**src/dfc_pkg.sv**
```systemverilog
// dfc_pkg: register map, field layout and code constants of the fault code reporter
// assumes a single 40 MHz core clock domain and a 32-bit ahb-lite register bus
package dfc_pkg;

  // ****************************************
  // register byte addresses
  // ****************************************
  localparam logic [7:0] DFC_REG_EVENT = 8'h00;
  localparam logic [7:0] DFC_REG_CAUSE = 8'h04;
  localparam logic [7:0] DFC_REG_AUX = 8'h08;
  localparam logic [7:0] DFC_REG_STATUS = 8'h0C;
  localparam logic [7:0] DFC_REG_ACK = 8'h10;
  localparam logic [7:0] DFC_REG_DRVSTAT = 8'h14;

  // ****************************************
  // field positions and reset values
  // ****************************************
  localparam int DFC_CODE_LSB = 0;
  localparam int DFC_AUXA_LSB = 8;
  localparam int DFC_AUXB_LSB = 16;
  localparam int DFC_LOG_LSB = 24;
  localparam int DFC_VALID_BIT = 26;
  localparam int DFC_CAUSE_LSB = 0;
  localparam int DFC_OP_WRITE_BIT = 8;
  localparam int DFC_UNRECOV_BIT = 9;
  localparam int DFC_CORRECTED_BIT = 10;
  localparam int DFC_FIRE_BIT = 31;
  localparam int DFC_ACK_BIT = 0;
  localparam logic [7:0] DFC_CODE_RESET = 8'h00;

  // ****************************************
  // timing: power-on wait for command complete
  // ****************************************
  localparam int DFC_CLK_HZ = 40000000;
  localparam int DFC_PON_WAIT_S = 30;
  localparam longint DFC_PON_WAIT_CYC = longint'(DFC_PON_WAIT_S) * longint'(DFC_CLK_HZ);

  // ****************************************
  // log kind and supporting status source
  // ****************************************
  typedef enum logic [1:0] {
    DFC_LOG_NONE,
    DFC_LOG_RUN,
    DFC_LOG_FAULT
  } dfc_log_t;

  typedef enum logic [1:0] {
    DFC_AUX_NONE,
    DFC_AUX_DRIVE,
    DFC_AUX_CTRL
  } dfc_aux_t;

  // ****************************************
  // condition causes (software or hardware)
  // ****************************************
  typedef enum logic [4:0] {
    DFC_C_DATA_FIELD,
    DFC_C_HDR_MATCH,
    DFC_C_NOT_FOUND,
    DFC_C_NO_SYNC,
    DFC_C_OVERRUN,
    DFC_C_WR_HDR_UNREAD,
    DFC_C_ST_RAM,
    DFC_C_ST_COMPARE,
    DFC_C_ST_RETRY,
    DFC_C_ST_ECC,
    DFC_C_PON_NO_SEL,
    DFC_C_PON_CMD_TMO,
    DFC_C_PON_ILLEGAL,
    DFC_C_PON_NOT_RDY,
    DFC_C_AUTOCFG,
    DFC_C_PON_ATN_RST,
    DFC_C_VENDOR,
    DFC_C_MECH,
    DFC_C_SEEK_DIAG,
    DFC_C_LOSS_RETRY,
    DFC_C_OFS_LOST,
    DFC_C_SEEK_LOST,
    DFC_C_HDR_TMO,
    DFC_C_FULL_SECT,
    DFC_C_CTRL_FATAL,
    DFC_C_RETRY_FMT,
    DFC_C_RETRY_VFY,
    DFC_C_RETRY_HDR,
    DFC_C_SAVE_INFO,
    DFC_C_SPARE_TMO,
    DFC_C_RETRY_TMO
  } dfc_cause_t;

endpackage : dfc_pkg

```
**src/dfc_reporter.sv**
```systemverilog
// dfc_reporter: maps detected drive conditions to an 8-bit code and loads the status bytes
// assumes ahb-lite single word transfers, async drive pins and one 40 MHz clock
//
// Behaviour
// - read data field: 20 marginal, 21 corrected, 22 uncorrectable.
// - read header-fail-with-sector-match: 23 marginal, 24 unrecoverable.
// - read not-found 25/26, no sync 27/28, overrun 29/2A.
// - write blocked by unreadable header reports 2F.
// - write pairs 33/34, 35/36, 37/38, 39/3A, marginal first.
// - self test: fault log, code, drive status, vendor low byte.
// - self test codes 41 ram, 42 compare, 43 retries, 44 ecc.
// - power on codes 45, 46 after 30 s wait, 47, 48.
// - codes 49, 4B, 4C, 4D, 4E for config, attention, vendor, mechanism, seek.
// - controller fault: fault log, code only; 52 read, 53 write loss retry.
// - position unknown: 54 after offset, 55 after seek recovery.
// - compressed drive status bits 0..7 in documented order.
// - controller-chip fault: code, chip status, chip error register.
// - 60 header timeout, 61 full sector, 62/63 chip fatal read/write.
// - retries exhausted: 64 format, 65 verify init, 66 header read.
// - code 67 internal only, never sets a status bit.
// - sparing timeouts 68 header, 69 dealloc, 6A flag, 6B before write.
// - retries out after timeout: 6C format, 6D header, 6E verify.
// - media data errors make run log entry, code only.
//
// The register offsets and the AHB-Lite register port were left to the implementer.
`timescale 1ns/1ps
module dfc_reporter
  import dfc_pkg::*;
#(
  parameter longint PON_WAIT_CYC = DFC_PON_WAIT_CYC
) (
  input wire logic I_CORE_CLK,
  input wire logic I_RST,
  input wire logic I_HSEL,
  input wire logic [31:0] I_HADDR,
  input wire logic [1:0] I_HTRANS,
  input wire logic I_HWRITE,
  input wire logic [2:0] I_HSIZE,
  input wire logic [31:0] I_HWDATA,
  input wire logic I_HREADY,
  input wire logic I_WRITE_FAULT,
  input wire logic I_OFFSET_FAULT,
  input wire logic I_SEEK_FAULT,
  input wire logic I_INVALID_CMD,
  input wire logic I_IFACE_FAULT,
  input wire logic I_PARITY_FAULT,
  input wire logic I_POWER_ON_CONDITION,
  input wire logic I_SPINDLE_STOPPED,
  input wire logic I_DRIVE_SELECTED,
  input wire logic I_CMD_COMPLETE,
  input wire logic I_DRIVE_READY,
  input wire logic I_PON_START,
  input wire logic [7:0] I_VENDOR_STATUS,
  input wire logic [7:0] I_CTRL_STATUS,
  input wire logic [7:0] I_CTRL_ERROR,
  output logic [31:0] O_HRDATA,
  output logic O_HREADYOUT,
  output logic O_HRESP,
  output logic [7:0] O_STATUS_BYTE_CODE,
  output logic [7:0] O_STATUS_BYTE_AUX_A,
  output logic [7:0] O_STATUS_BYTE_AUX_B,
  output logic [1:0] O_LOG_KIND,
  output logic O_LOG_PULSE,
  output logic O_REPORT_VALID
);

  // ****************************************
  // state
  // ****************************************
  typedef enum logic [1:0] {
    DFC_PON_IDLE,
    DFC_PON_WAIT,
    DFC_PON_DONE
  } dfc_pon_t;

  typedef struct packed {
    logic [7:0] drv_meta;
    logic [7:0] drv_sync;
    logic [2:0] pin_meta;
    logic [2:0] pin_sync;
    logic [7:0] vend_meta;
    logic [7:0] vend_sync;
    logic [15:0] ctrl_meta;
    logic [15:0] ctrl_sync;
    logic bus_pend;
    logic bus_wr;
    logic [7:0] bus_addr;
    logic [10:0] cause;
    logic [7:0] code;
    logic [7:0] aux_a;
    logic [7:0] aux_b;
    logic [1:0] log_kind;
    logic log_pulse;
    logic valid;
    logic [7:0] saved_info;
    logic [31:0] rdata;
    dfc_pon_t power_on_condition;
    logic [41:0] pon_cnt;
  } dfc_state_t;

  dfc_state_t r;
  dfc_state_t next_r;

  logic [31:0] hw_rd;
  logic [7:0] drv_status;
  logic [7:0] pcode;
  logic pfire;
  logic [7:0] hcode;
  logic hfire;

  // ****************************************
  // code mapping
  // ****************************************
  function automatic logic [7:0] map_code(input logic [4:0] c, input logic wr,
                                          input logic unrec, input logic corr);
    logic [7:0] m;
    m = 8'h00;
    case (dfc_cause_t'(c))
      DFC_C_DATA_FIELD: m = unrec ? 8'h22 : (corr ? 8'h21 : 8'h20);
      DFC_C_HDR_MATCH: m = (wr ? 8'h33 : 8'h23) + {7'h00, unrec};
      DFC_C_NOT_FOUND: m = (wr ? 8'h35 : 8'h25) + {7'h00, unrec};
      DFC_C_NO_SYNC: m = (wr ? 8'h37 : 8'h27) + {7'h00, unrec};
      DFC_C_OVERRUN: m = (wr ? 8'h39 : 8'h29) + {7'h00, unrec};
      DFC_C_WR_HDR_UNREAD: m = 8'h2F;
      DFC_C_ST_RAM: m = 8'h41;
      DFC_C_ST_COMPARE: m = 8'h42;
      DFC_C_ST_RETRY: m = 8'h43;
      DFC_C_ST_ECC: m = 8'h44;
      DFC_C_PON_NO_SEL: m = 8'h45;
      DFC_C_PON_CMD_TMO: m = 8'h46;
      DFC_C_PON_ILLEGAL: m = 8'h47;
      DFC_C_PON_NOT_RDY: m = 8'h48;
      DFC_C_AUTOCFG: m = 8'h49;
      DFC_C_PON_ATN_RST: m = 8'h4B;
      DFC_C_VENDOR: m = 8'h4C;
      DFC_C_MECH: m = 8'h4D;
      DFC_C_SEEK_DIAG: m = 8'h4E;
      DFC_C_LOSS_RETRY: m = wr ? 8'h53 : 8'h52;
      DFC_C_OFS_LOST: m = 8'h54;
      DFC_C_SEEK_LOST: m = 8'h55;
      DFC_C_HDR_TMO: m = 8'h60;
      DFC_C_FULL_SECT: m = 8'h61;
      DFC_C_CTRL_FATAL: m = wr ? 8'h63 : 8'h62;
      DFC_C_RETRY_FMT: m = 8'h64;
      DFC_C_RETRY_VFY: m = 8'h65;
      DFC_C_RETRY_HDR: m = 8'h66;
      DFC_C_SAVE_INFO: m = 8'h67;
      DFC_C_SPARE_TMO: m = 8'h68 + {6'h00, wr, corr};
      DFC_C_RETRY_TMO: m = 8'h6C + {6'h00, wr, corr};
      default: m = 8'h00;
    endcase
    return m;
  endfunction : map_code

  // ****************************************
  // combinational helpers
  // ****************************************
  always_comb begin
    drv_status = r.drv_sync;
    hw_rd = 32'h00000000;
    case (I_HADDR[7:0])
      DFC_REG_EVENT: hw_rd = {5'h00, r.valid, r.log_kind, r.aux_b, r.aux_a, r.code};
      DFC_REG_CAUSE: hw_rd = {21'h000000, r.cause};
      DFC_REG_AUX: hw_rd = {24'h000000, r.saved_info};
      DFC_REG_STATUS: hw_rd = {r.ctrl_sync, r.vend_sync, drv_status};
      DFC_REG_DRVSTAT: hw_rd = {24'h000000, drv_status};
      default: hw_rd = 32'h00000000;
    endcase
    pcode = 8'h00;
    pfire = 1'b0;
    // power-on watchdog: codes are raised by hardware when power on sequencing fails
    if (r.power_on_condition == DFC_PON_WAIT && r.pin_sync[1]) begin
      pfire = 1'b1;
      pcode = r.drv_sync[7:0] == 8'hFF ? map_code(5'(DFC_C_PON_ILLEGAL), 1'b0, 1'b0, 1'b0)
            : (r.pin_sync[2] ? 8'h00 : map_code(5'(DFC_C_PON_NOT_RDY), 1'b0, 1'b0, 1'b0));
      pfire = pcode != 8'h00;
    end else if (r.power_on_condition == DFC_PON_WAIT && !r.pin_sync[0]) begin
      pfire = 1'b1;
      pcode = map_code(5'(DFC_C_PON_NO_SEL), 1'b0, 1'b0, 1'b0);
    end else if (r.power_on_condition == DFC_PON_WAIT && r.pon_cnt >= 42'(PON_WAIT_CYC - 1)) begin
      pfire = 1'b1;
      pcode = map_code(5'(DFC_C_PON_CMD_TMO), 1'b0, 1'b0, 1'b0);
    end
    hfire = r.bus_pend && r.bus_wr && r.bus_addr == DFC_REG_CAUSE && I_HWDATA[DFC_FIRE_BIT];
    hcode = map_code(I_HWDATA[4:0], I_HWDATA[DFC_OP_WRITE_BIT], I_HWDATA[DFC_UNRECOV_BIT],
                     I_HWDATA[DFC_CORRECTED_BIT]);
  end

  // ****************************************
  // next state
  // ****************************************
  always_comb begin
    logic [7:0] code;
    logic [4:0] cls;
    logic ack;
    code = 8'h00;
    cls = 5'h00;
    ack = 1'b0;
    next_r = r;
    next_r.log_pulse = 1'b0;
    next_r.drv_meta = {I_SPINDLE_STOPPED, I_POWER_ON_CONDITION, I_PARITY_FAULT, I_IFACE_FAULT,
                       I_INVALID_CMD, I_SEEK_FAULT, I_OFFSET_FAULT, I_WRITE_FAULT};
    next_r.drv_sync = r.drv_meta;
    next_r.pin_meta = {I_DRIVE_READY, I_CMD_COMPLETE, I_DRIVE_SELECTED};
    next_r.pin_sync = r.pin_meta;
    next_r.vend_meta = I_VENDOR_STATUS;
    next_r.vend_sync = r.vend_meta;
    next_r.ctrl_meta = {I_CTRL_ERROR, I_CTRL_STATUS};
    next_r.ctrl_sync = r.ctrl_meta;
    // ahb address phase capture
    if (I_HREADY) begin
      next_r.bus_pend = I_HSEL && I_HTRANS[1];
      next_r.bus_wr = I_HWRITE;
      next_r.bus_addr = I_HADDR[7:0];
    end
    // read data loaded at the address phase so it stands through the data phase
    if (I_HREADY && I_HSEL && I_HTRANS[1] && !I_HWRITE) begin
      next_r.rdata = hw_rd;
    end
    // host acknowledge releases the held report
    ack = r.bus_pend && r.bus_wr && r.bus_addr == DFC_REG_ACK && I_HWDATA[DFC_ACK_BIT];
    if (ack) begin
      next_r.valid = 1'b0;
    end
    // power-on sequencer
    case (r.power_on_condition)
      DFC_PON_IDLE: if (I_PON_START) next_r.power_on_condition = DFC_PON_WAIT;
      DFC_PON_WAIT: begin
        next_r.pon_cnt = r.pon_cnt + 42'h1;
        if (pfire || r.pin_sync[1]) next_r.power_on_condition = DFC_PON_DONE;
      end
      DFC_PON_DONE: next_r.power_on_condition = DFC_PON_DONE;
      default: next_r.power_on_condition = DFC_PON_IDLE;
    endcase
    // hardware detection beats a software cause in the same cycle
    if (pfire) begin
      code = pcode;
    end else if (hfire) begin
      code = hcode;
      next_r.cause = I_HWDATA[10:0];
    end
    cls = code[7:3];
    if (code == 8'h67) begin
      // internal save of drive info, no report change
      next_r.saved_info = drv_status;
    end else if (code != 8'h00 && (!r.valid || ack)) begin
      // a new report wins over an ack in the same cycle
      // a new report cannot overwrite one the host has not acknowledged yet
      next_r.code = code;
      next_r.valid = 1'b1;
      next_r.log_pulse = 1'b1;
      next_r.aux_a = 8'h00;
      next_r.aux_b = 8'h00;
      if (code[7:4] == 4'h2 || code[7:4] == 4'h3) begin
        next_r.log_kind = 2'(DFC_LOG_RUN);
      end else if (code[7:4] == 4'h4) begin
        next_r.log_kind = 2'(DFC_LOG_FAULT);
        next_r.aux_a = drv_status;
        next_r.aux_b = r.vend_sync;
      end else if (code[7:4] == 4'h6) begin
        next_r.log_kind = 2'(DFC_LOG_FAULT);
        next_r.aux_a = r.ctrl_sync[7:0];
        next_r.aux_b = r.ctrl_sync[15:8];
      end else begin
        next_r.log_kind = 2'(DFC_LOG_FAULT);
      end
    end
    if (cls == 5'h1F) begin
      next_r.log_kind = r.log_kind;
    end
  end

  // ****************************************
  // registers
  // ****************************************
  always_ff @(posedge I_CORE_CLK or posedge I_RST) begin
    if (I_RST) begin
      r <= '0;
    end else begin
      r <= next_r;
    end
  end

  assign O_HRDATA = r.rdata;
  assign O_HREADYOUT = ~r.bus_pend | r.bus_wr | 1'b1;
  assign O_HRESP = 1'b0;
  assign O_STATUS_BYTE_CODE = r.code;
  assign O_STATUS_BYTE_AUX_A = r.aux_a;
  assign O_STATUS_BYTE_AUX_B = r.aux_b;
  assign O_LOG_KIND = r.log_kind;
  assign O_LOG_PULSE = r.log_pulse;
  assign O_REPORT_VALID = r.valid;

endmodule : dfc_reporter

```
**config.mk**
```make
export PLATFORM = sky130hd
export DESIGN_NAME = dfc_reporter
export DESIGN_NICKNAME = d
export VERILOG_FILES = /design/src/dfc_pkg.sv /design/src/dfc_reporter.sv
export SDC_FILE = /design/constraint.sdc
export NUM_CORES = 1
export LEC_CHECK = 0
export BUFFER_PORTS_ARGS = -buffer_cell sky130_fd_sc_hd__buf_2
export CAP_MARGIN = 20
export CORE_MARGIN = 1
export CORE_UTILIZATION = 46
export CTS_BUF_LIST = sky130_fd_sc_hd__clkbuf_8
export CTS_CLUSTER_SIZE = 12
export DETAILED_ROUTE_END_ITERATION = 8
export PLACE_DENSITY_LB_ADDON = 0.12
export SETUP_SLACK_MARGIN = 0.5
export SYNTH_ARGS = -nofsm -noshare
export SYNTH_HDL_FRONTEND = slang
export SYNTH_SLANG_ARGS = --single-unit
```
**constraint.sdc**
```tcl
create_clock -name I_CORE_CLK -period 8.8 [get_ports I_CORE_CLK]
set_input_delay 0 -clock I_CORE_CLK [delete_from_list [all_inputs] [get_ports I_CORE_CLK]]
set_output_delay 0 -clock I_CORE_CLK [all_outputs]
set_load 0.005 [all_outputs]
```
==> results.yml <==
floorplan:
  rows: 50
  initial_utilization_pct: 47.34
  die_area_sq_um: 19940
  core_region_area_sq_um: 18830
  num_io_pins: 172
  die_h_microns: 141.2
  die_w_microns: 141.2
clock_tree:
  cts_made_buffers: 36
  clkLatencyLatePin_ns: 0.51
  clock_sinks: 202
  cts_buffer_depth: 3
  cts_root_buf: "clkbuf_8"
  clkTransAtPathRegs_ns: 0.06
  htreeDepth: 2
  cts_tree: "done"
cells_and_area:
  multi_input_area_sq_um: 3216
  finalInstanceArea_sq_um: 10650
  final-seq-area_sq_um: 5055
  drive_gt1_share_pct: 23.51
  fillers: 1621
  diodes: 0
  syn2layout_area_growth_pct: 19.43
  fin_nets: 1029
  final_cells: 1200
synth:
  synthArstFlopShare_pct: 100.0
  yosysWarnings: 0
  synthCells: 787
  yosysTopAreaCellShare_pct: 56.70
  yosys-top-cells-area: "dfrtp_1 57%, buf_4 5.1%, mux2_2 3.8%"
  synth_edf_count: 0
  synth_area_sq_um: 8915
  yosysUniqueCellTypes: 71
  syn-mean-instance-area_sq_um: 11.33
  synth.yosys.seq_area_share_pct: 56.70
  synth_most_common_cell: "dfrtp_1"
  synth_area_leader_cell: "dfrtp_1"
  ys_ff_latch: 202
  synth_flop_cell: "dfrtp_1"
  yosys-top-cells-count: "202 x dfrtp_1, 77 x nand2_1, 61 x buf_4"
worst_setup_path:
  crit_family: "compound AO/OA/AOI/OAI gates"
  crit_path_end_kind: "flop"
  rrSetupSlack_ns: 5.10
  critical_path_class: "flop to flop"
  crit_buf_inv: 1
  path_max_fanout: 22
  arrival_ns: 4.08
  r2r_start: "r[16]$_DFFE_PP0N_"
  slowest_stage: "o41ai_1"
  crit_path_max_incr_delay_ns: 0.74
  cp-start-kind: "flop"
  worstReg2RegEnd: "O_STATUS_BYTE_CODE[2]$_DFFE_PP0P_"
  reg2regPathDepth: 8
  crit_required_ns: 9.18
  path_cells: "or4_1 -> o41ai_1 -> or3b_1 -> a32oi_1 -> or3_4 -> o21ai_4 -> inv_2 -> mux2_4"
timing:
  finalWorstSetupSlack_ns: 5.104
  tns_ns: 0
  period_needed_ns: 3.696
  max_clock_freq_mhz: 270.6
  finClkSkew_ns: 0.01634
  relSlewSlack_pct: 36.17
  finalHoldViolCount: 0
  setup_viol_count_final: 0
  rsz0062_at_grt: "no"
  tightest_slew_ns: 0.9575
  fin_hold_ws_ns: 0.05879
  maxSlewViolCount: 0
  fin_crit_sh_pct: 42.00
global_route:
  grtUsageTotal_pct: 22.48
  antenna_found_initial: 0
  grt_start_max_net_pins: 146
  grt_pass1_vias: 6639
  grt_pass1_wl_microns: 35020
  grt-ovfl-total: 0
place:
  dp_hpwl_microns: 14670
  dpl_cell_area_sq_um: 9279
  gp_congestion: 0.8261
  place_inst: 1073
  place_ws_ns: 5.116
  portBuffers: 120
power:
  p_leak_nw: 4.888
  p_per_area_nw_per_um2: 193.5
  vdd_drop_max_mv: 0.1145
detailed_routing:
  routedWlPerCell_microns: 17.83
  dr.pass1.iters: 5
  vias_per_cell: 5.411
  vias: 6493
  wirelength_microns: 21390
  drc: 0
  dr.first_iter.drc_count: 501
  antenna_left: 0
min_path:
  hold_start: "I_HWDATA[1]"
  hold_end: "r[113]$_DFFE_PP0P_"
  min_path_cells: 3
  hold_class: "input pin to flop"
run_status:
  status: "finished clean"
job:
  max-cap-violations: 0
## worst max-delay path by stage
stage                            from                                 to  cells after the start
finish              r[16]$_DFFE_PP0N_  O_STATUS_BYTE_CODE[2]$_DFFE_PP0P_                      8
global route        r[21]$_DFFE_PP0N_  O_STATUS_BYTE_CODE[2]$_DFFE_PP0P_                      8
CTS                 r[21]$_DFFE_PP0N_  O_STATUS_BYTE_CODE[2]$_DFFE_PP0P_                      8
detailed placement  r[21]$_DFFE_PP0N_  O_STATUS_BYTE_CODE[2]$_DFFE_PP0P_                      8
global placement    r[21]$_DFFE_PP0N_  O_STATUS_BYTE_CODE[3]$_DFFE_PP0P_                      8
floorplan                       I_RST            O_HRDATA[0]$_DFFE_PP0P_                      1
## kinds of logic after synthesis
family                   count (synthesis)  share of synthesized area (%)
AO/OA/AOI/OAI                          169                          13.56
multiplexers                            34                          4.351
XOR/XNOR                                44                          4.323
adder cells (fa/ha/maj)                  4                         0.5614
flip-flops                             202                          56.70
AND/OR/NAND/NOR                        221                          13.09
buffers and inverters                  111                          7.326
other                                    2                        0.08424
## flip-flops by register name (all words and copies together) (netlist names)
signal               flops
O_LOG_KIND               2
O_LOG_PULSE              1
O_STATUS_BYTE_AUX_B      8
r                      100
O_REPORT_VALID           1
O_STATUS_BYTE_AUX_A      8
next_r                  35
O_HRDATA                32
O_STATUS_BYTE_CODE       7
drv_status               8
## cell type report
class,instances,area share [%]
sequential,202,47.48
multi-input combinational,475,30.20
timing repair buffer,188,11.94
clock buffer,45,5.817
tap,260,3.056
clock inverter,18,1.011
inverter,12,0.4936
## metrics by stage
stage	utilization [%]	power, W
3_5_place_dp	49.28	0.001190
3_3_place_gp	49.28	0.001181
5_1_grt	56.54	0.002158
2_1_floorplan	-	0.001132
4_1_cts	56.54	0.002087
6_report	56.54	0.002060
## layer usage
metal	share of wire [%]	GRT usage (%)
met4	2.4	7.895
met2	47	35.93
met5	0	0
met3	5.6	4.246
met1	45	30.71
## power by group
| group | internal, W | total [W] | switching (W) |
|---|---|---|---|
| registers | 0.000973 | 0.00101 | 0.0000351 |
| clock network | 0.000491 | 0.000862 | 0.000371 |
| logic | 0.0000873 | 0.000189 | 0.000102 |
| total | 0.00155 | 0.00206 | 0.000508 |
## worst register-to-register path, cell delays in order (launching register included)
cell and delay [ns]:
dfrtp_1 0.43, or4_1 0.58, o41ai_1 0.75, or3b_1 0.21, a32oi_1 0.11, or3_4 0.44, o21ai_4 0.57, inv_2 0.17
mux2_4 0.33
## placed cells by master (no fill, tap or decap), drive strengths merged, types with 8 or more instances in the layout
cell type and n:
a21oi 13, a222oi 8, a22oi 35, and3 12, buf 124, clkbuf 45
dfrtp 202, dlygate4sd3 64, inv 26, mux2 32, nand2 77, nand3 20
nand4 18, nor2 29, nor3 11, o21ai 51, o2bb2ai 19, xnor2 28
xor2 16
## what timing repair did
item	in CTS	in global routing
resized for setup	0	0
hold buffers	64	0
setup buffers	0	0
hold endpoints to repair	200	0
setup endpoints to repair	0	0
(Power assumes the default switching activity.)
